--- config.mk ---
export PLATFORM = sky130hd
export DESIGN_NAME = mfp_pin_cfg
export DESIGN_NICKNAME = d
export VERILOG_FILES = /design/src/logic/mfp_pkg.sv /design/src/logic/mfp_filt_if.sv /design/src/logic/mfp_filter.sv /design/src/logic/mfp_pin_cfg.sv
export VERILOG_INCLUDE_DIRS = /design/src /design/src/logic
export SDC_FILE = /design/constraint.sdc
export NUM_CORES = 1
export LEC_CHECK = 0
export ABC_AREA = 1
export BUFFER_PORTS_ARGS = -buffer_cell sky130_fd_sc_hd__clkbuf_2
export CAP_MARGIN = 10
export CORE_ASPECT_RATIO = 0.75
export CORE_MARGIN = 2
export CORE_UTILIZATION = 45
export CTS_CLUSTER_SIZE = 40
export DETAILED_ROUTE_END_ITERATION = 8
export PLACE_DENSITY = 0.67
export SYNTH_ARGS = -nofsm -noshare
export SYNTH_HDL_FRONTEND = slang
export SYNTH_SLANG_ARGS = --single-unit
--- constraint.sdc ---
create_clock -name clk -period 4.4 [get_ports clk]
set_input_delay 1.1 -clock clk [delete_from_list [all_inputs] [get_ports clk]]
set_output_delay 1.1 -clock clk [all_outputs]
set_load 0.005 [all_outputs]
--- src/logic/mfp_params.svh ---
// Purpose: Offsets, field positions, reset values and timing constants.
// Assumes: 8-bit registers on the internal register port, 20 MHz clock.
// Notes:   Definitions only.
`ifndef MFP_PARAMS_SVH
`define MFP_PARAMS_SVH

`define MFP_OFS_FUNC   8'h14
`define MFP_OFS_FILT   8'h15
`define MFP_OFS_ADDR   8'ha1

`define MFP_MODE_HI    4
`define MFP_MODE_LO    1
`define MFP_DRV_BIT    0
`define MFP_FFALL_BIT  7
`define MFP_FRISE_BIT  6
`define MFP_FTIME_HI   5
`define MFP_FTIME_LO   4
`define MFP_PULL_BIT   3
`define MFP_POL_BIT    2
`define MFP_TRIG_HI    1
`define MFP_TRIG_LO    0

`define MFP_FUNC_RST   8'h00
`define MFP_FILT_RST   8'h00
`define MFP_ADDR_RST   7'h68

`define MFP_CLK_MHZ    20
`define MFP_DEB0_US    100
`define MFP_DEB1_US    1000
`define MFP_DEB2_US    10000
`define MFP_DEB3_US    100000
`define MFP_CNT_W      22

`endif

--- src/logic/mfp_pkg.sv ---
// Purpose: Types and decode helpers for the multifunction pin block.
// Assumes: Function selector is 4 bits wide.
// Notes:   Codes 0 and 13 are neither input nor output.
package mfp_pkg;

    typedef enum logic [3:0] {
        MFP_DIS      = 4'h0,
        MFP_EN1      = 4'h1,
        MFP_EN2      = 4'h2,
        MFP_EN12     = 4'h3,
        MFP_CH1_VOLTAGE_STEP_IN     = 4'h4,
        MFP_CH2_VOLTAGE_STEP_IN     = 4'h5,
        MFP_DVC12    = 4'h6,
        MFP_RELOAD   = 4'h7,
        MFP_PG1      = 4'h8,
        MFP_PG2      = 4'h9,
        MFP_PG12     = 4'ha,
        MFP_SG       = 4'hb,
        MFP_IRQ      = 4'hc,
        MFP_RSVD     = 4'hd,
        MFP_LOW      = 4'he,
        MFP_HIGH     = 4'hf
    } mfp_func_e;

    typedef enum logic [1:0] {
        MFP_TRIG_BOTH = 2'h0,
        MFP_TRIG_RISE = 2'h1,
        MFP_TRIG_FALL = 2'h2,
        MFP_TRIG_NONE = 2'h3
    } mfp_trig_e;

    function automatic logic is_in(input mfp_func_e m);
        return (m >= MFP_EN1) && (m <= MFP_RELOAD);
    endfunction : is_in

    function automatic logic is_out(input mfp_func_e m);
        return ((m >= MFP_PG1) && (m <= MFP_IRQ)) || (m == MFP_LOW)
            || (m == MFP_HIGH);
    endfunction : is_out

endpackage : mfp_pkg

--- src/logic/mfp_filt_if.sv ---
// Purpose: Carries the raw pin level and filter settings to the filter.
// Assumes: Single clock domain.
// Notes:   The control side drives settings, the filter returns the level.
`timescale 1ns/10ps
`include "mfp_params.svh"
interface mfp_filt_if;
    logic                   raw;
    logic                   rise_en;
    logic                   fall_en;
    logic [`MFP_CNT_W-1:0]  limit;
    logic                   level;
    modport ctl (output raw, output rise_en, output fall_en,
                 output limit, input level);
    modport flt (input raw, input rise_en, input fall_en,
                 input limit, output level);
endinterface : mfp_filt_if

--- src/logic/mfp_filter.sv ---
// Purpose: Per-direction debounce of the synchronised pin level.
// Assumes: limit is at least one cycle.
// Notes:   A direction with its filter off passes on the next edge.
`timescale 1ns/10ps
`include "mfp_params.svh"
module mfp_filter (
    input wire logic    clk,
    input wire logic    rst_n,
    mfp_filt_if.flt     f
);
    logic [`MFP_CNT_W-1:0]  cnt_q;
    logic                   level_q;
    logic                   dir_en;

    assign dir_en  = f.raw ? f.rise_en : f.fall_en;
    assign f.level = level_q;

    always_ff @(posedge clk or negedge rst_n)
    begin
        if (!rst_n)
        begin
            cnt_q   <= '0;
            level_q <= 1'b0;
        end
        else if (f.raw == level_q)
            cnt_q <= '0;
        else if (!dir_en || (cnt_q >= f.limit - `MFP_CNT_W'(1)))
        begin
            level_q <= f.raw;
            cnt_q   <= '0;
        end
        else
            cnt_q <= cnt_q + `MFP_CNT_W'(1);
    end
endmodule : mfp_filter

--- src/logic/mfp_pin_cfg.sv ---
// Purpose: Configuration and pin logic for the third multifunction pin.
// Assumes: Strap and OTP inputs are static and on the clk domain.
// Notes:   Registers sit on an 8-bit internal register port.
// How it works
// - Selector picks disabled, input, output, fixed low or fixed high.
// - Drive-type bit clear gives open-drain output, set gives push-pull.
// - Falling-edge filter bit debounces falling pin transitions.
// - Rising-edge filter bit debounces rising pin transitions.
// - Filter time code picks 100 us, 1 ms, 10 ms or 100 ms.
// - Pull bit enables pull-down on inputs, pull-up on outputs.
// - Polarity bit inverts the pin function for inputs and outputs.
// - Edge select picks both, rising, falling or no recognised edges.
// - With strap loading enabled, start-up loads pin fields from strap.
// - Seven-bit target address register defaults to 0x68.
// - A programmed OTP address replaces the default at start-up.
`timescale 1ns/10ps
`include "mfp_params.svh"
module mfp_pin_cfg #(
    parameter int unsigned DEB1_CYC = `MFP_DEB1_US * `MFP_CLK_MHZ,
    parameter int unsigned DEB2_CYC = `MFP_DEB2_US * `MFP_CLK_MHZ,
    parameter int unsigned DEB3_CYC = `MFP_DEB3_US * `MFP_CLK_MHZ
) (
    input  wire logic          clk,
    input  wire logic          nrst,
    input  wire logic          reg_wr,
    input  wire logic          reg_rd,
    input  wire logic [7:0]    reg_addr,
    input  wire logic [7:0]    reg_wdata,
    output logic      [7:0]    reg_rdata,
    input  wire logic          strap_load_enable,
    input  wire logic [15:0]   config_strap_pin,
    input  wire logic          otp_addr_valid,
    input  wire logic [6:0]    otp_addr,
    input  wire logic          pin_in,
    output logic               pin_out,
    output logic               pin_oe,
    output logic               pin_pull_down,
    output logic               pin_pull_up,
    input  wire logic          ch1_power_good,
    input  wire logic          ch2_power_good,
    input  wire logic          system_good,
    input  wire logic          irq_request,
    output logic               channel1_enable_in,
    output logic               channel2_enable_in,
    output logic               ch1_voltage_step_in,
    output logic               ch2_voltage_step_in,
    output logic               reload_pulse,
    output logic               pin_event,
    output logic      [6:0]    bus_target_addr
);
    localparam int unsigned DEB0_CYC = `MFP_DEB0_US * `MFP_CLK_MHZ;

    logic [1:0]             rst_sync_q;
    logic                   rst_n;
    logic                   start_q;
    logic                   pin_meta_q;
    logic                   pin_sync_q;
    logic [7:0]             func_q;
    logic [7:0]             filt_q;
    logic [6:0]             addr_q;
    logic                   lvl_prev_q;
    logic                   act_lvl;
    logic                   rise;
    logic                   fall;
    logic                   edge_ok;
    logic                   in_fn;
    logic                   out_fn;
    logic                   fn_lvl;
    logic                   drv_lvl;
    logic                   pol;
    mfp_pkg::mfp_func_e     mode;
    mfp_pkg::mfp_trig_e     trig;
    mfp_filt_if             filt_bus ();

    always_ff @(posedge clk or negedge nrst)
    begin
        if (!nrst)
            rst_sync_q <= 2'h0;
        else
            rst_sync_q <= {rst_sync_q[0], 1'b1};
    end
    assign rst_n = rst_sync_q[1];

    always_ff @(posedge clk or negedge rst_n)
    begin
        if (!rst_n)
        begin
            pin_meta_q <= 1'b0;
            pin_sync_q <= 1'b0;
            start_q    <= 1'b1;
        end
        else
        begin
            pin_meta_q <= pin_in;
            pin_sync_q <= pin_meta_q;
            start_q    <= 1'b0;
        end
    end

    always_ff @(posedge clk or negedge rst_n)
    begin
        if (!rst_n)
        begin
            func_q <= `MFP_FUNC_RST;
            filt_q <= `MFP_FILT_RST;
        end
        else if (start_q)
        begin
            if (strap_load_enable)
                {filt_q, func_q} <= config_strap_pin;
        end
        else if (reg_wr && reg_addr == `MFP_OFS_FUNC)
            func_q <= reg_wdata;
        else if (reg_wr && reg_addr == `MFP_OFS_FILT)
            filt_q <= reg_wdata;
    end

    always_ff @(posedge clk or negedge rst_n)
    begin
        if (!rst_n)
            addr_q <= `MFP_ADDR_RST;
        else if (start_q && otp_addr_valid)
            addr_q <= otp_addr;
        else if (!start_q && reg_wr && reg_addr == `MFP_OFS_ADDR)
            addr_q <= reg_wdata[6:0];
    end
    assign bus_target_addr = addr_q;

    // Unmapped offsets read as zero.
    always_ff @(posedge clk or negedge rst_n)
    begin
        if (!rst_n)
            reg_rdata <= 8'h00;
        else if (reg_rd)
        begin
            unique case (reg_addr)
                `MFP_OFS_FUNC: reg_rdata <= func_q;
                `MFP_OFS_FILT: reg_rdata <= filt_q;
                `MFP_OFS_ADDR: reg_rdata <= {1'b0, addr_q};
                default:       reg_rdata <= 8'h00;
            endcase
        end
    end

    assign mode   = mfp_pkg::mfp_func_e'(func_q[`MFP_MODE_HI:`MFP_MODE_LO]);
    assign in_fn  = mfp_pkg::is_in(mode);
    assign out_fn = mfp_pkg::is_out(mode);
    assign pol    = filt_q[`MFP_POL_BIT];
    assign trig   = mfp_pkg::mfp_trig_e'(filt_q[`MFP_TRIG_HI:`MFP_TRIG_LO]);

    function automatic logic [`MFP_CNT_W-1:0] deb_limit(input logic [1:0] s);
        unique case (s)
            2'h0: return `MFP_CNT_W'(DEB0_CYC);
            2'h1: return `MFP_CNT_W'(DEB1_CYC);
            2'h2: return `MFP_CNT_W'(DEB2_CYC);
            2'h3: return `MFP_CNT_W'(DEB3_CYC);
        endcase
    endfunction : deb_limit

    assign filt_bus.raw     = pin_sync_q;
    assign filt_bus.rise_en = filt_q[`MFP_FRISE_BIT] & in_fn;
    assign filt_bus.fall_en = filt_q[`MFP_FFALL_BIT] & in_fn;
    assign filt_bus.limit   =
        deb_limit(filt_q[`MFP_FTIME_HI:`MFP_FTIME_LO]);

    mfp_filter u_filter (
        .clk   (clk),
        .rst_n (rst_n),
        .f     (filt_bus.flt)
    );

    assign act_lvl = filt_bus.level ^ pol;
    assign rise    = act_lvl & ~lvl_prev_q;
    assign fall    = ~act_lvl & lvl_prev_q;

    assign edge_ok =
        (rise && (trig == mfp_pkg::MFP_TRIG_BOTH
                  || trig == mfp_pkg::MFP_TRIG_RISE))
        || (fall && (trig == mfp_pkg::MFP_TRIG_BOTH
                     || trig == mfp_pkg::MFP_TRIG_FALL));

    always_ff @(posedge clk or negedge rst_n)
    begin
        if (!rst_n)
        begin
            lvl_prev_q          <= 1'b0;
            pin_event           <= 1'b0;
            reload_pulse        <= 1'b0;
            channel1_enable_in  <= 1'b0;
            channel2_enable_in  <= 1'b0;
            ch1_voltage_step_in <= 1'b0;
            ch2_voltage_step_in <= 1'b0;
        end
        else
        begin
            lvl_prev_q          <= act_lvl;
            pin_event           <= in_fn && edge_ok;
            reload_pulse        <= (mode == mfp_pkg::MFP_RELOAD) && edge_ok;
            channel1_enable_in  <= act_lvl && (mode == mfp_pkg::MFP_EN1
                                   || mode == mfp_pkg::MFP_EN12);
            channel2_enable_in  <= act_lvl && (mode == mfp_pkg::MFP_EN2
                                   || mode == mfp_pkg::MFP_EN12);
            ch1_voltage_step_in <= act_lvl && (mode == mfp_pkg::MFP_CH1_VOLTAGE_STEP_IN
                                   || mode == mfp_pkg::MFP_DVC12);
            ch2_voltage_step_in <= act_lvl && (mode == mfp_pkg::MFP_CH2_VOLTAGE_STEP_IN
                                   || mode == mfp_pkg::MFP_DVC12);
        end
    end

    always_comb
    begin
        unique case (mode)
            mfp_pkg::MFP_PG1:  fn_lvl = ch1_power_good;
            mfp_pkg::MFP_PG2:  fn_lvl = ch2_power_good;
            mfp_pkg::MFP_PG12: fn_lvl = ch1_power_good & ch2_power_good;
            mfp_pkg::MFP_SG:   fn_lvl = system_good;
            mfp_pkg::MFP_IRQ:  fn_lvl = irq_request;
            mfp_pkg::MFP_HIGH: fn_lvl = 1'b1;
            default:           fn_lvl = 1'b0;
        endcase
    end

    assign drv_lvl = fn_lvl ^ pol;

    always_ff @(posedge clk or negedge rst_n)
    begin
        if (!rst_n)
        begin
            pin_out       <= 1'b0;
            pin_oe        <= 1'b0;
            pin_pull_down <= 1'b0;
            pin_pull_up   <= 1'b0;
        end
        else
        begin
            pin_out       <= out_fn && func_q[`MFP_DRV_BIT] && drv_lvl;
            pin_oe        <= out_fn && (func_q[`MFP_DRV_BIT] || !drv_lvl);
            pin_pull_down <= filt_q[`MFP_PULL_BIT] && in_fn;
            pin_pull_up   <= filt_q[`MFP_PULL_BIT] && out_fn;
        end
    end
endmodule : mfp_pin_cfg

==> impl_table.tex, run 1 <==
\begin{tabular}{lr}
\hline
Metric & Value \\
\hline
\multicolumn{2}{l}{\textbf{Outcome}} \\
\quad Result of the run & complete, but fails checks \\
\quad Failing checks & design-rule violations \\
\multicolumn{2}{l}{\textbf{Global route}} \\
\quad Total overflow reported by the global router & 0 \\
\quad Global-route met2 utilization & 0.299 \\
\quad Pin count of the biggest net entering global routing & 69 \\
\quad Wire length of the first global-routing pass & 15,800 µm \\
\quad Number of global-route vias before repair & 3,329 \\
\quad GR Layer Usage met1 & 0.300 \\
\quad Global-route layer with the greatest usage & met1 \\
\quad Antenna violations before repair & 0 \\
\quad Overall Global Routing Usage & 0.209 \\
\quad Met3 Usage GRT & 0.0686 \\
\multicolumn{2}{l}{\textbf{Hold path}} \\
\quad Worst hold path class & flop to flop \\
\quad Worst Hold End & rst\_sync\_q[1] \\
\quad Number of cells on the worst hold path & 0 \\
\quad Startpoint of the worst hold path & rst\_sync\_q[0] \\
\multicolumn{2}{l}{\textbf{Clocking}} \\
\quad Number of clock buffers inserted by TritonCTS & 9 \\
\quad Number of H-tree levels & 3 \\
\quad Clock tree sinks & 70 \\
\quad Clock slew at reported path FFs & 50 ps \\
\quad CTS tree & built \\
\quad Insertion delay of the later-clocked pin in the worst-skew pair & 330 ps \\
\quad Post-cts gate resize count & 0 \\
\quad Cts hold-fix bufs & 0 \\
\quad Number of buffers inserted to repair setup after CTS & 0 \\
\quad Library cell used as clock root buffer & clkbuf\_16 \\
\quad Number of buffers between clock root and the deepest sink & 2 \\
\multicolumn{2}{l}{\textbf{Finish}} \\
\quad Fin nets & 650 \\
\quad Area grow syn2layout & 18.3\% \\
\quad Number of diodes added for antenna fixing & 0 \\
\quad Number of fillers in the final layout & 806 \\
\quad Final std cells w/o fill & 692 \\
\quad Utilization after layout & 0.554 \\
\quad Layout cell share with drive strength beyond 1 & 0.209 \\
\multicolumn{2}{l}{\textbf{Timing}} \\
\quad Fin worst setup slack & 1920 ps \\
\quad Hold violation count in the final report & 0 \\
\quad Endpoints failing setup & 0 \\
\quad WHS & 354 ps \\
\quad Max frequency & 0.402 GHz \\
\quad Ratio of final minimum period to clock period & 0.565 \\
\quad Final critical delay including setup and external delays & 2480 ps \\
\quad Clock Skew & 6.07 ps \\
\quad Worst Tran Pin Value & 859 ps \\
\quad Worst relative slew slack & 0.427 \\
\quad Unrepaired setup endpoints after global routing & no \\
\quad Final number of max-transition violations & 0 \\
\quad Total negative setup slack & 0 ps \\
\multicolumn{2}{l}{\textbf{Logic synthesis}} \\
\quad Top cell type by total area after synthesis & dfrtp\_1 \\
\quad Most frequent cells after synthesis & nand2\_1 (146), dfrtp\_1 (66), nor2\_1 (56) \\
\quad Area share of the leading cell type in the synthesized netlist & 0.412 \\
\quad Commonest register cell after synthesis & dfrtp\_1 \\
\quad Fraction of registers with async set/reset & 1.00 \\
\quad Distinct cells, synth & 39 \\
\quad Dominant cell by count in the synthesized netlist & nand2\_1 \\
\quad Number of synthesized register bits & 70 \\
\quad Mapped cell area & 4010 µm² \\
\quad Avg Cell Area, Syn & 8.02 µm² \\
\quad Top cells by area, synth & dfrtp\_1 (41\%), nand2\_1 (14\%), ha\_1 (6.6\%) \\
\quad Synthesis Warnings & 0 \\
\quad Post-Syn Instances & 500 \\
\quad EDFF count, synth & 0 \\
\quad Sequential element share of the synthesized area & 0.438 \\
\multicolumn{2}{l}{\textbf{Floorplanning}} \\
\quad Vertical extent of the die & 85.8 µm \\
\quad Initial cell density of the core & 0.468 \\
\quad Number of ports placed on the die boundary & 75 \\
\quad DIE WIDTH & 113 µm \\
\quad Core area & 8560 µm² \\
\quad Site row count & 29 \\
\quad Die area & 9690 µm² \\
\multicolumn{2}{l}{\textbf{Setup path}} \\
\quad Worst Reg-to-Reg Cells & 12 \\
\quad Top delay family on crit path & simple AND/OR/NAND/NOR gates \\
\quad Worst Setup Path Type & flop to flop \\
\quad Worst Setup Start Kind & flop \\
\quad Internal reg-to-reg setup slack & 1920 ps \\
\quad CP max-delay cell & dfrtp\_1 \\
\quad Critical path, cell by cell & inv\_1 > ha\_1 > nor2\_1 > inv\_1 > ha\_1 > a21oi\_1 > nand2\_1 > nand3\_1 > clkinv\_1 > nor2\_4 > nand2\_4 > nor2\_1 \\
\quad Slowest stage delay, CP & 450 ps \\
\quad Maximum fanout encountered on the critical timing path & 17 \\
\quad Arrival time worst endpoint & 2740 ps \\
\quad Required arrival time at the worst endpoint & 4650 ps \\
\quad Critical register-to-register path endpoint & u\_filter.cnt\_q[1] \\
\quad Crit path buffers/inverters & 3 \\
\quad R2R Path Start & filt\_q[4] \\
\quad Kind of end point of the critical path & flop \\
\multicolumn{2}{l}{\textbf{Pwr}} \\
\quad Design internal power & 1200 µW \\
\quad Power Density & 353 nW/µm² \\
\quad Net switching power & 469 µW \\
\quad Share of power burned in the clock network & 0.401 \\
\quad Switching power as a share of total power & 0.280 \\
\quad Max rail drop VDD & 0.231 mV \\
\quad Leakage dissipation & 0.00243 µW \\
\quad Part of the total power dissipated in combinational logic & 0.154 \\
\quad Sequential group share of total power & 0.445 \\
\multicolumn{2}{l}{\textbf{Detailed routing}} \\
\quad Wire length per cell & 13.6 µm \\
\quad ANT nets after route & 0 \\
\quad Initial drt markers & 213 \\
\quad Via density per instance & 5.03 \\
\quad DRC viols & 4 \\
\quad Iteration count of the initial detailed-routing pass & 6 \\
\quad Total routed wirelength & 9390 µm \\
\quad Vias after detailed routing & 3,483 \\
\multicolumn{2}{l}{\textbf{Placement}} \\
\quad Port bufs & 74 \\
\quad Placed cell count & 676 \\
\quad Placement-stage worst setup slack & 1800 ps \\
\quad Dpl hpwl & 7250 µm \\
\quad Routability congestion estimate from global placement & 0.867 \\
\multicolumn{2}{l}{\textbf{Job}} \\
\quad Max Cap Viol & 0 \\
\hline
\end{tabular}
-- metal layers --
metal	vias to the layer above	share of wire
met5	-	0
met4	0	0.016
met3	13	0.071
met2	110	0.42
met1	1596	0.49
li1	1764	-
-- worst max path at each step --
stage / start / end / slack (ps) / cells past startpoint
floorplan: reg_addr[3] / filt_q[4] / 2260 / 8
global placement: reg_addr[3] / filt_q[0] / 1870 / 8
detailed placement: reg_addr[3] / filt_q[1] / 1800 / 8
CTS: filt_q[4] / u_filter.cnt_q[1] / 1900 / 12
global route: filt_q[4] / u_filter.cnt_q[0] / 1650 / 12
finish: filt_q[4] / u_filter.cnt_q[1] / 1920 / 12
-- placed cells by master (no fill, tap or decap), types with 3 or more instances in the layout --
cell type | synthesis | layout
a21oi_1 | 13 | 13
a21oi_2 | 4 | 4
a31oi_1 | 8 | 8
clkbuf_16 | 0 | 9
clkbuf_2 | 0 | 74
clkinv_1 | 3 | 3
conb_1 | 2 | 3
dfrtp_1 | 66 | 65
dfstp_2 | 4 | 4
ha_1 | 21 | 21
inv_1 | 48 | 48
inv_2 | 3 | 3
mux2i_1 | 7 | 7
nand2_1 | 146 | 146
nand3_1 | 43 | 43
nor2_1 | 56 | 56
nor2_2 | 3 | 3
nor2_4 | 11 | 11
nor3_1 | 11 | 11
o21a_1 | 3 | 3
o21ai_0 | 7 | 7
o21ai_1 | 5 | 5
xnor2_1 | 6 | 6
xor2_1 | 6 | 6
-- worst register-to-register path, cell delays in order (launching register included) --
cell and delay (ps):
dfrtp_1 450, inv_1 140, ha_1 250, nor2_1 150
inv_1 60, ha_1 290, a21oi_1 160, nand2_1 100
nand3_1 110, clkinv_1 110, nor2_4 170, nand2_4 240
nor2_1 180
-- logic make-up after synthesis --
logic type,Yosys count,synth area share
AND/OR/NAND/NOR,282,0.319
flip-flops,70,0.438
buffers and inverters,62,0.0664
AO/OA/AOI/OAI,44,0.0652
adder cells (fa/ha/maj),21,0.0655
XOR/XNOR,12,0.0262
multiplexers,7,0.0175
other,2,0.00187
-- registers in the layout (all words and copies together) (netlist names) --
register / cells
bus_target_addr: 7
channel1_enable_in: 1
rst_sync_q: 2
u_filter.f.level: 1
ch1_voltage_step_in: 1
pin_pull_down: 1
reg_rdata: 8
pin_oe: 1
start_q: 1
pin_out: 1
filt_q: 8
channel2_enable_in: 1
func_q: 8
u_filter.cnt_q: 22
pin_meta_q: 1
pin_pull_up: 1
ch2_voltage_step_in: 1
pin_event: 1
lvl_prev_q: 1
reload_pulse: 1
filt_bus.raw: 1
-- final cells by class --
class / instances / area, µm² / share of cell area
multi-input combinational: 369 / 1990 / 0.420
sequential: 70 / 1760 / 0.371
timing repair buffer: 75 / 378 / 0.0796
clock buffer: 13 / 260 / 0.0549
inverter: 54 / 203 / 0.0427
tap: 108 / 135 / 0.0285
clock inverter: 3 / 18.8 / 0.00396
-- power by group through the flow --
stage | Combinational, µW | Sequential, µW | Clock [µW]
after global routing | 297 | 751 | 714
after CTS | 260 | 745 | 690
after detailed placement | 259 | 756 | 0
after global placement | 252 | 752 | 0
final | 257 | 745 | 672
after floorplan | 172 | 746 | 0
-- stage by stage --
step	area (µm²)	power, µW
6_report	4740	1670
5_1_grt	4740	1760
4_1_cts	4740	1690
3_5_place_dp	4470	1010
3_3_place_gp	4470	1000
2_1_floorplan	4020	919
(Power assumes the default switching activity.)
==> run 2, diff against run 1 <==
Settings changed: PLACE_DENSITY 0.67 to 0.69.
Clock period 4.4 ns to 2.1 ns, I/O delays scaled along.
==> impl_table.tex, run 2 (synthesized netlist as in run 1, its figures left out) <==
\begin{tabular}{lr}
\hline
Metric & Value \\
\hline
\multicolumn{2}{l}{\textbf{Placement}} \\
\quad Placed cell count & 695 (was 676) \\
\quad Routability congestion estimate from global placement & 0.849 (was 0.867) \\
\quad Port bufs & 74 (unchanged) \\
\quad Dpl hpwl & 7520 µm (was 7250 µm) \\
\multicolumn{2}{l}{\textbf{Global route}} \\
\quad Wire length of the first global-routing pass & 17,100 µm (was 15,800 µm) \\
\quad Overall Global Routing Usage & 0.225 (was 0.209) \\
\quad Pin count of the biggest net entering global routing & 69 (unchanged) \\
\quad Number of global-route vias before repair & 3,580 (was 3,329) \\
\quad Antenna violations before repair & 0 (unchanged) \\
\quad Total overflow reported by the global router & 0 (unchanged) \\
\multicolumn{2}{l}{\textbf{Setup path}} \\
\quad Required arrival time at the worst endpoint & 2370 ps (was 4650 ps) \\
\quad Arrival time worst endpoint & 2480 ps (was 2740 ps) \\
\quad Maximum fanout encountered on the critical timing path & 8 (was 17) \\
\quad Kind of end point of the critical path & flop (unchanged) \\
\quad Worst Setup Start Kind & flop (unchanged) \\
\quad Worst Setup Path Type & flop to flop (unchanged) \\
\multicolumn{2}{l}{\textbf{Timing}} \\
\quad Unrepaired setup endpoints after global routing & yes (was no) \\
\quad Max frequency & 0.454 GHz (was 0.402 GHz) \\
\quad Worst relative slew slack & 0.628 (was 0.427) \\
\quad Final number of max-transition violations & 0 (unchanged) \\
\quad Worst Tran Pin Value & 553 ps (was 859 ps) \\
\quad Clock Skew & 7.67 ps (was 6.07 ps) \\
\quad Ratio of final minimum period to clock period & 1.05 (was 0.565) \\
\quad Hold violation count in the final report & 0 (unchanged) \\
\quad Fin worst setup slack & -105 ps (was 1920 ps) \\
\quad Final critical delay including setup and external delays & 2200 ps (was 2480 ps) \\
\quad Endpoints failing setup & 19 (was 0) \\
\multicolumn{2}{l}{\textbf{Finish}} \\
\quad Final std cells w/o fill & 728 (was 692) \\
\quad Number of diodes added for antenna fixing & 0 (unchanged) \\
\quad Commonest cells after routing, fill and taps aside & nand2\_1 (139), clkbuf\_2 (74), dfrtp\_1 (63), nor2\_1 (45), inv\_1 (43) (was nand2\_1 (146), clkbuf\_2 (74), dfrtp\_1 (65), nor2\_1 (56), inv\_1 (48)) \\
\quad Top reg by flops & u\_filter.cnt\_q (unchanged) \\
\quad Area grow syn2layout & 35.5\% (was 18.3\%) \\
\quad Layout cell share with drive strength beyond 1 & 0.334 (was 0.209) \\
\quad Most common cell after layout, fill and taps aside & nand2\_1 (unchanged) \\
\quad Largest register FFs & 22 (unchanged) \\
\quad Utilization after layout & 0.635 (was 0.554) \\
\quad Fin nets & 686 (was 650) \\
\multicolumn{2}{l}{\textbf{Pwr}} \\
\quad Leakage dissipation & 0.00266 µW (was 0.00243 µW) \\
\quad Power Density & 749 nW/µm² (was 353 nW/µm²) \\
\quad Max rail drop VDD & 0.378 mV (was 0.231 mV) \\
\multicolumn{2}{l}{\textbf{Detailed routing}} \\
\quad Total routed wirelength & 10,800 µm (was 9390 µm) \\
\quad Via density per instance & 5.19 (was 5.03) \\
\quad Initial drt markers & 221 (was 213) \\
\quad Vias after detailed routing & 3,778 (was 3,483) \\
\quad Wire length per cell & 14.9 µm (was 13.6 µm) \\
\quad DRC viols & 5 (was 4) \\
\quad Iteration count of the initial detailed-routing pass & 8 (was 6) \\
\quad ANT nets after route & 0 (unchanged) \\
\multicolumn{2}{l}{\textbf{Outcome}} \\
\quad Result of the run & complete, but fails checks (unchanged) \\
\quad Failing checks & design-rule violations, negative setup slack (was design-rule violations) \\
\multicolumn{2}{l}{\textbf{Clocking}} \\
\quad Insertion delay of the later-clocked pin in the worst-skew pair & 340 ps (was 330 ps) \\
\quad CTS tree & built (unchanged) \\
\quad Number of buffers between clock root and the deepest sink & 2 (unchanged) \\
\quad Library cell used as clock root buffer & clkbuf\_16 (unchanged) \\
\quad Number of H-tree levels & 3 (unchanged) \\
\quad Clock tree sinks & 70 (unchanged) \\
\quad Clock slew at reported path FFs & 50 ps (about the same) \\
\quad Number of clock buffers inserted by TritonCTS & 9 (unchanged) \\
\multicolumn{2}{l}{\textbf{Hold path}} \\
\quad Worst hold path class & flop to async pin (was flop to flop) \\
\multicolumn{2}{l}{\textbf{Floorplanning}} \\
\quad Die area & 9690 µm² (unchanged) \\
\quad Core area & 8560 µm² (unchanged) \\
\quad Number of ports placed on the die boundary & 75 (unchanged) \\
\quad Initial cell density of the core & 0.468 (unchanged) \\
\quad Vertical extent of the die & 85.8 µm (unchanged) \\
\quad Site row count & 29 (unchanged) \\
\quad DIE WIDTH & 113 µm (unchanged) \\
\multicolumn{2}{l}{\textbf{Job}} \\
\quad Max Cap Viol & 0 (unchanged) \\
\hline
\end{tabular}
[run 2: cell count changes in the layout (fill, tap and decap cells not counted), sizes merged]
cell,previous run,this run
dlygate4sd3,0,1
buf,1,35
nand2,149,150
inv,51,50
bufinv,0,2
clkinvlp,0,1
clkbuf,87,85
[run 2: per-stage QoR]
step                setup TNS (ps)  area (µm²)  hold WS (ps)  power (µW)  setup WS, ps
floorplan                        0        4020           229        1920          13.4
global placement              -974        4620           295        2160         -67.3
detailed placement           -2770        4620           299        2180          -185
CTS                              0        5170           288        3970          6.60
global route                 -3860        5440           286        4260          -207
finish                       -1450        5440           265        4070          -105
[run 2: layout make-up]
class,instances,area [µm²]
Clock buffer,11,253
Clock inverter,5,81.3
Fill cell,679,3130
Inverter,54,214
Multi-Input combinational cell,370,2320
Sequential cell,70,1760
Tap cell,108,135
Timing Repair Buffer,110,674
[run 2: worst paths after layout]
path,start,to,slack (ps),cells after the start
min in group clk,pin_in,pin_meta_q,290,1
worst max-delay path,filt_q[4],u_filter.cnt_q[14],-100,14
worst min register to register,rst_sync_q[1],u_filter.cnt_q[8],260,1
max in group asynchronous,nrst,rst_sync_q[1],1490,2
worst min-delay path,rst_sync_q[1],u_filter.cnt_q[8],260,1
worst max register to register,filt_q[4],u_filter.cnt_q[14],-100,14
[run 2: critical path, stage by stage (launching register included)]
cell and delay, ps:
dfrtp_2 440, buf_4 150, ha_4 150, inv_4 60
ha_1 190, nor2_1 110, nand2_1 70, nor2_1 150
nand3_2 110, nor2_2 130, nand2_2 90, nor2_4 130
buf_6 130, nand2_8 110, nor2_4 120
[run 2: repair_timing]
| item | 4_1_cts | 5_1_grt |
|---|---|---|
| gates resized for setup | 28 | 45 |
| hold endpoints to repair | 2 | 0 |
| pin swaps | 14 | 23 |
| hold buffers | 1 | 0 |
| endpoints found under the setup margin | 19 | 23 |
| buffers inserted | 9 | 6 |
| gates cloned | 1 | 0 |
[run 2: metal layers]
metal	vias to the layer above	global-route usage	part of all wire
li1	1827	-	-
met1	1789	0.321	0.45
met2	149	0.348	0.46
met3	13	0.0537	0.080
met4	0	0.0543	0.0098
met5	-	0	0
[run 2: report_power, final]
group / total [µW] / internal, µW / leakage [µW] / switching, µW
logic: 848 / 370 / 0.00161 / 478
clock network: 1670 / 1100 / 0.000162 / 570
registers: 1550 / 1460 / 0.000891 / 90.5
total: 4070 / 2930 / 0.00266 / 1140
==> run 3, diff against run 2 <==
Settings changed: PLACE_DENSITY 0.69 to 0.68, SYNTH_HIERARCHICAL from default to 1.
==> impl_table.tex, run 3 <==
\begin{tabular}{lr}
\hline
Metric & Value \\
\hline
\multicolumn{2}{l}{\textbf{Outcome}} \\
\quad Result of the run & complete, but fails checks (unchanged) \\
\quad Failing checks & negative setup slack (was design-rule violations, negative setup slack) \\
\multicolumn{2}{l}{\textbf{Pwr}} \\
\quad Power Density & 665 nW/µm² (was 749 nW/µm²) \\
\quad Design internal power & 2950 µW (was 2930 µW) \\
\quad Max rail drop VDD & 0.661 mV (was 0.378 mV) \\
\quad Leakage dissipation & 0.00320 µW (was 0.00266 µW) \\
\quad Total chip power & 4220 µW (was 4070 µW) \\
\quad Net switching power & 1270 µW (was 1140 µW) \\
\quad Sequential group share of total power & 0.367 (was 0.381) \\
\quad Part of the total power dissipated in combinational logic & 0.253 (was 0.208) \\
\quad Switching power as a share of total power & 0.300 (was 0.280) \\
\quad Share of power burned in the clock network & 0.380 (was 0.411) \\
\multicolumn{2}{l}{\textbf{Logic synthesis}} \\
\quad Avg Cell Area, Syn & 7.66 µm² (was 8.02 µm²) \\
\quad Mapped cell area & 4940 µm² (was 4010 µm²) \\
\quad Commonest register cell after synthesis & dfrtp\_1 (unchanged) \\
\quad Fraction of registers with async set/reset & 1.00 (unchanged) \\
\quad Synthesis Warnings & 6 (was 0) \\
\quad Most frequent cells after synthesis & nand2\_1 (201), nand3\_1 (67), dfrtp\_1 (66) (was nand2\_1 (146), dfrtp\_1 (66), nor2\_1 (56)) \\
\quad Top cell type by total area after synthesis & dfrtp\_1 (unchanged) \\
\quad Number of synthesized register bits & 70 (unchanged) \\
\quad EDFF count, synth & 0 (unchanged) \\
\quad Mux cell area share after synthesis & 0.0159 (was 0.0175) \\
\quad Area fraction in and, or, nand and nor cells after synthesis & 0.398 (was 0.319) \\
\quad Adder and majority cell fraction of the synthesized area & 0.0709 (was 0.0655) \\
\quad Dominant cell by count in the synthesized netlist & nand2\_1 (unchanged) \\
\quad Share of the synthesized area in compound gates (AO/OA/AOI/OAI) & 0.0284 (was 0.0652) \\
\quad Post-synthesis xor/xnor area fraction & 0.0638 (was 0.0262) \\
\quad Dominant combinational cell family by area after synthesis & simple AND/OR/NAND/NOR gates (unchanged) \\
\quad Top cells by area, synth & dfrtp\_1 (33\%), nand2\_1 (15\%), ha\_1 (7.1\%) (was dfrtp\_1 (41\%), nand2\_1 (14\%), ha\_1 (6.6\%)) \\
\quad Sequential element share of the synthesized area & 0.355 (was 0.438) \\
\quad Distinct cells, synth & 41 (was 39) \\
\quad Post-Syn Instances & 645 (was 500) \\
\quad Area share of the leading cell type in the synthesized netlist & 0.334 (was 0.412) \\
\multicolumn{2}{l}{\textbf{Floorplanning}} \\
\quad Site row count & 33 (was 29) \\
\quad Initial cell density of the core & 0.457 (was 0.468) \\
\quad Core area & 10,800 µm² (was 8560 µm²) \\
\quad DIE WIDTH & 125 µm (was 113 µm) \\
\quad Die area & 11,800 µm² (was 9690 µm²) \\
\quad Number of ports placed on the die boundary & 75 (unchanged) \\
\quad Vertical extent of the die & 94.8 µm (was 85.8 µm) \\
\multicolumn{2}{l}{\textbf{Detailed routing}} \\
\quad Total routed wirelength & 12,500 µm (was 10,800 µm) \\
\quad Wire length per cell & 13.5 µm (was 14.9 µm) \\
\quad Iteration count of the initial detailed-routing pass & 5 (was 8) \\
\quad Initial drt markers & 225 (was 221) \\
\quad Via density per instance & 4.94 (was 5.19) \\
\quad Vias after detailed routing & 4,585 (was 3,778) \\
\quad ANT nets after route & 0 (unchanged) \\
\quad DRC viols & 0 (was 5) \\
\multicolumn{2}{l}{\textbf{Global route}} \\
\quad Total overflow reported by the global router & 0 (unchanged) \\
\quad Wire length of the first global-routing pass & 20,000 µm (was 17,100 µm) \\
\quad Pin count of the biggest net entering global routing & 69 (unchanged) \\
\quad Antenna violations before repair & 0 (unchanged) \\
\quad Overall Global Routing Usage & 0.214 (was 0.225) \\
\quad Number of global-route vias before repair & 4,162 (was 3,580) \\
\multicolumn{2}{l}{\textbf{Clocking}} \\
\quad CTS tree & built (unchanged) \\
\quad Insertion delay of the later-clocked pin in the worst-skew pair & 340 ps (about the same) \\
\quad Number of clock buffers inserted by TritonCTS & 9 (unchanged) \\
\quad Library cell used as clock root buffer & clkbuf\_16 (unchanged) \\
\quad Number of H-tree levels & 3 (unchanged) \\
\quad Clock tree sinks & 70 (unchanged) \\
\quad Clock slew at reported path FFs & 60 ps (was 50 ps) \\
\quad Number of buffers between clock root and the deepest sink & 2 (unchanged) \\
\multicolumn{2}{l}{\textbf{Finish}} \\
\quad Number of fillers in the final layout & 984 (was 679) \\
\quad Commonest cells after routing, fill and taps aside & nand2\_1 (195), clkbuf\_2 (74), nand3\_1 (66), dfrtp\_1 (65), inv\_1 (59) (was nand2\_1 (139), clkbuf\_2 (74), dfrtp\_1 (63), nor2\_1 (45), inv\_1 (43)) \\
\quad Area grow syn2layout & 28.3\% (was 35.5\%) \\
\quad Fin nets & 862 (was 686) \\
\quad Final non-filler cell area & 6340 µm² (was 5440 µm²) \\
\quad Number of diodes added for antenna fixing & 0 (unchanged) \\
\quad Layout cell share with drive strength beyond 1 & 0.307 (was 0.334) \\
\quad Top reg by flops & u\_filter/cnt\_q (was u\_filter.cnt\_q) \\
\quad Most common cell after layout, fill and taps aside & nand2\_1 (unchanged) \\
\quad Utilization after layout & 0.586 (was 0.635) \\
\quad Largest register FFs & 22 (unchanged) \\
\multicolumn{2}{l}{\textbf{Timing}} \\
\quad Unrepaired setup endpoints after global routing & yes (unchanged) \\
\quad Clock Skew & 7.68 ps (was 7.67 ps) \\
\quad Ratio of final minimum period to clock period & 1.27 (was 1.05) \\
\quad Final critical delay including setup and external delays & 2660 ps (was 2200 ps) \\
\quad Hold violation count in the final report & 0 (unchanged) \\
\quad Endpoints failing setup & 23 (was 19) \\
\quad Max frequency & 0.375 GHz (was 0.454 GHz) \\
\quad Fin worst setup slack & -565 ps (was -105 ps) \\
\quad Final number of max-transition violations & 0 (unchanged) \\
\multicolumn{2}{l}{\textbf{Hold path}} \\
\quad Worst hold path class & flop to async pin (unchanged) \\
\multicolumn{2}{l}{\textbf{Placement}} \\
\quad Placed cell area & 5870 µm² (was 4620 µm²) \\
\quad Dpl hpwl & 9890 µm (was 7520 µm) \\
\quad Port bufs & 74 (unchanged) \\
\quad Routability congestion estimate from global placement & 0.883 (was 0.849) \\
\multicolumn{2}{l}{\textbf{Setup path}} \\
\quad Worst Reg-to-Reg Cells & 16 (was 14) \\
\quad Maximum fanout encountered on the critical timing path & 7 (was 8) \\
\quad Required arrival time at the worst endpoint & 2370 ps (about the same) \\
\quad Crit path from & filt\_q[4] (unchanged) \\
\quad Worst Setup Path Type & flop to flop (unchanged) \\
\quad Critical register-to-register path endpoint & u\_filter/cnt\_q[2] (was u\_filter.cnt\_q[14]) \\
\quad Kind of end point of the critical path & flop (unchanged) \\
\quad R2R Path Start & filt\_q[4] (unchanged) \\
\quad Arrival time worst endpoint & 2940 ps (was 2480 ps) \\
\quad Internal reg-to-reg setup slack & -560 ps (was -100 ps) \\
\quad Worst Setup Start Kind & flop (unchanged) \\
\multicolumn{2}{l}{\textbf{Job}} \\
\quad Max Cap Viol & 0 (unchanged) \\
\hline
\end{tabular}
run 3: stage by stage:
stage,setup TNS [ps],setup WS (ps),hold WS [ps],instances
global placement,-11290,-511,299,906
global route,-16590,-740,285,928
CTS,-12620,-560,288,927
finish,-12730,-565,286,928
detailed placement,-12420,-598,305,906
floorplan,-8550,-401,229,662
run 3: how the worst max path moves through the flow:
stage                    endpoint  slack (ps)
2_1_floorplan  u_filter/cnt_q[10]        -400
3_5_place_dp   u_filter/cnt_q[21]        -600
4_1_cts        u_filter/cnt_q[21]        -560
6_report        u_filter/cnt_q[2]        -560
3_3_place_gp    u_filter/cnt_q[0]        -510
5_1_grt         u_filter/cnt_q[4]        -740
run 3: kinds of logic after synthesis:
| family | count (synthesis) |
|---|---|
| flip-flops | 70 |
| buffers and inverters | 75 |
| multiplexers | 7 |
| adder cells (fa/ha/maj) | 28 |
| AND/OR/NAND/NOR | 402 |
| other | 2 |
| XOR/XNOR | 36 |
| AO/OA/AOI/OAI | 25 |
run 3: cell type report:
class	count	area (µm²)	area share
multi-input cells	517	3080	0.486
flip-flops and latches	70	1760	0.277
repair buffers	120	767	0.121
inverters	66	248	0.0391
clock buffers	9	225	0.0355
well taps	140	175	0.0276
clock inverters	6	86.3	0.0136
run 3: critical path, stage by stage, from the launching register on:
cell and delay, ps:
dfrtp_1 400, buf_4 150, ha_4 150, or2_2 310, nor2_4 100, nand2_1 80
nor2_2 140, xor2_1 160, ha_1 240, nand2_1 80, nor2_2 40, nand3_1 90
nor2_2 60, nor2_4 110, nand4_4 190, buf_12 220, nor2_4 70
run 3: power by group through the flow:
stage	clock, µW	combinational (µW)	sequential, µW
finish	1600	1070	1550
global placement	0	964	1560
global route	1690	1190	1560
detailed placement	0	987	1570
floorplan	0	608	1560
CTS	1620	1040	1540
run 3: per-layer routing:
| layer | track usage | vias to the layer above | share of wire |
|---|---|---|---|
| met3 | 0.0533 | 11 | 0.062 |
| met4 | 0.0509 | 0 | 0.010 |
| met5 | 0 | - | 0 |
| li1 | - | 2306 | - |
| met2 | 0.303 | 116 | 0.42 |
| met1 | 0.327 | 2152 | 0.51 |
run 3: repair_timing:
action	4_1_cts	5_1_grt
hold buffers	1	0
gates resized for setup	14	14
pin swaps	17	10
setup endpoints to repair	23	23
buffers inserted	5	1
hold endpoints to repair	2	0
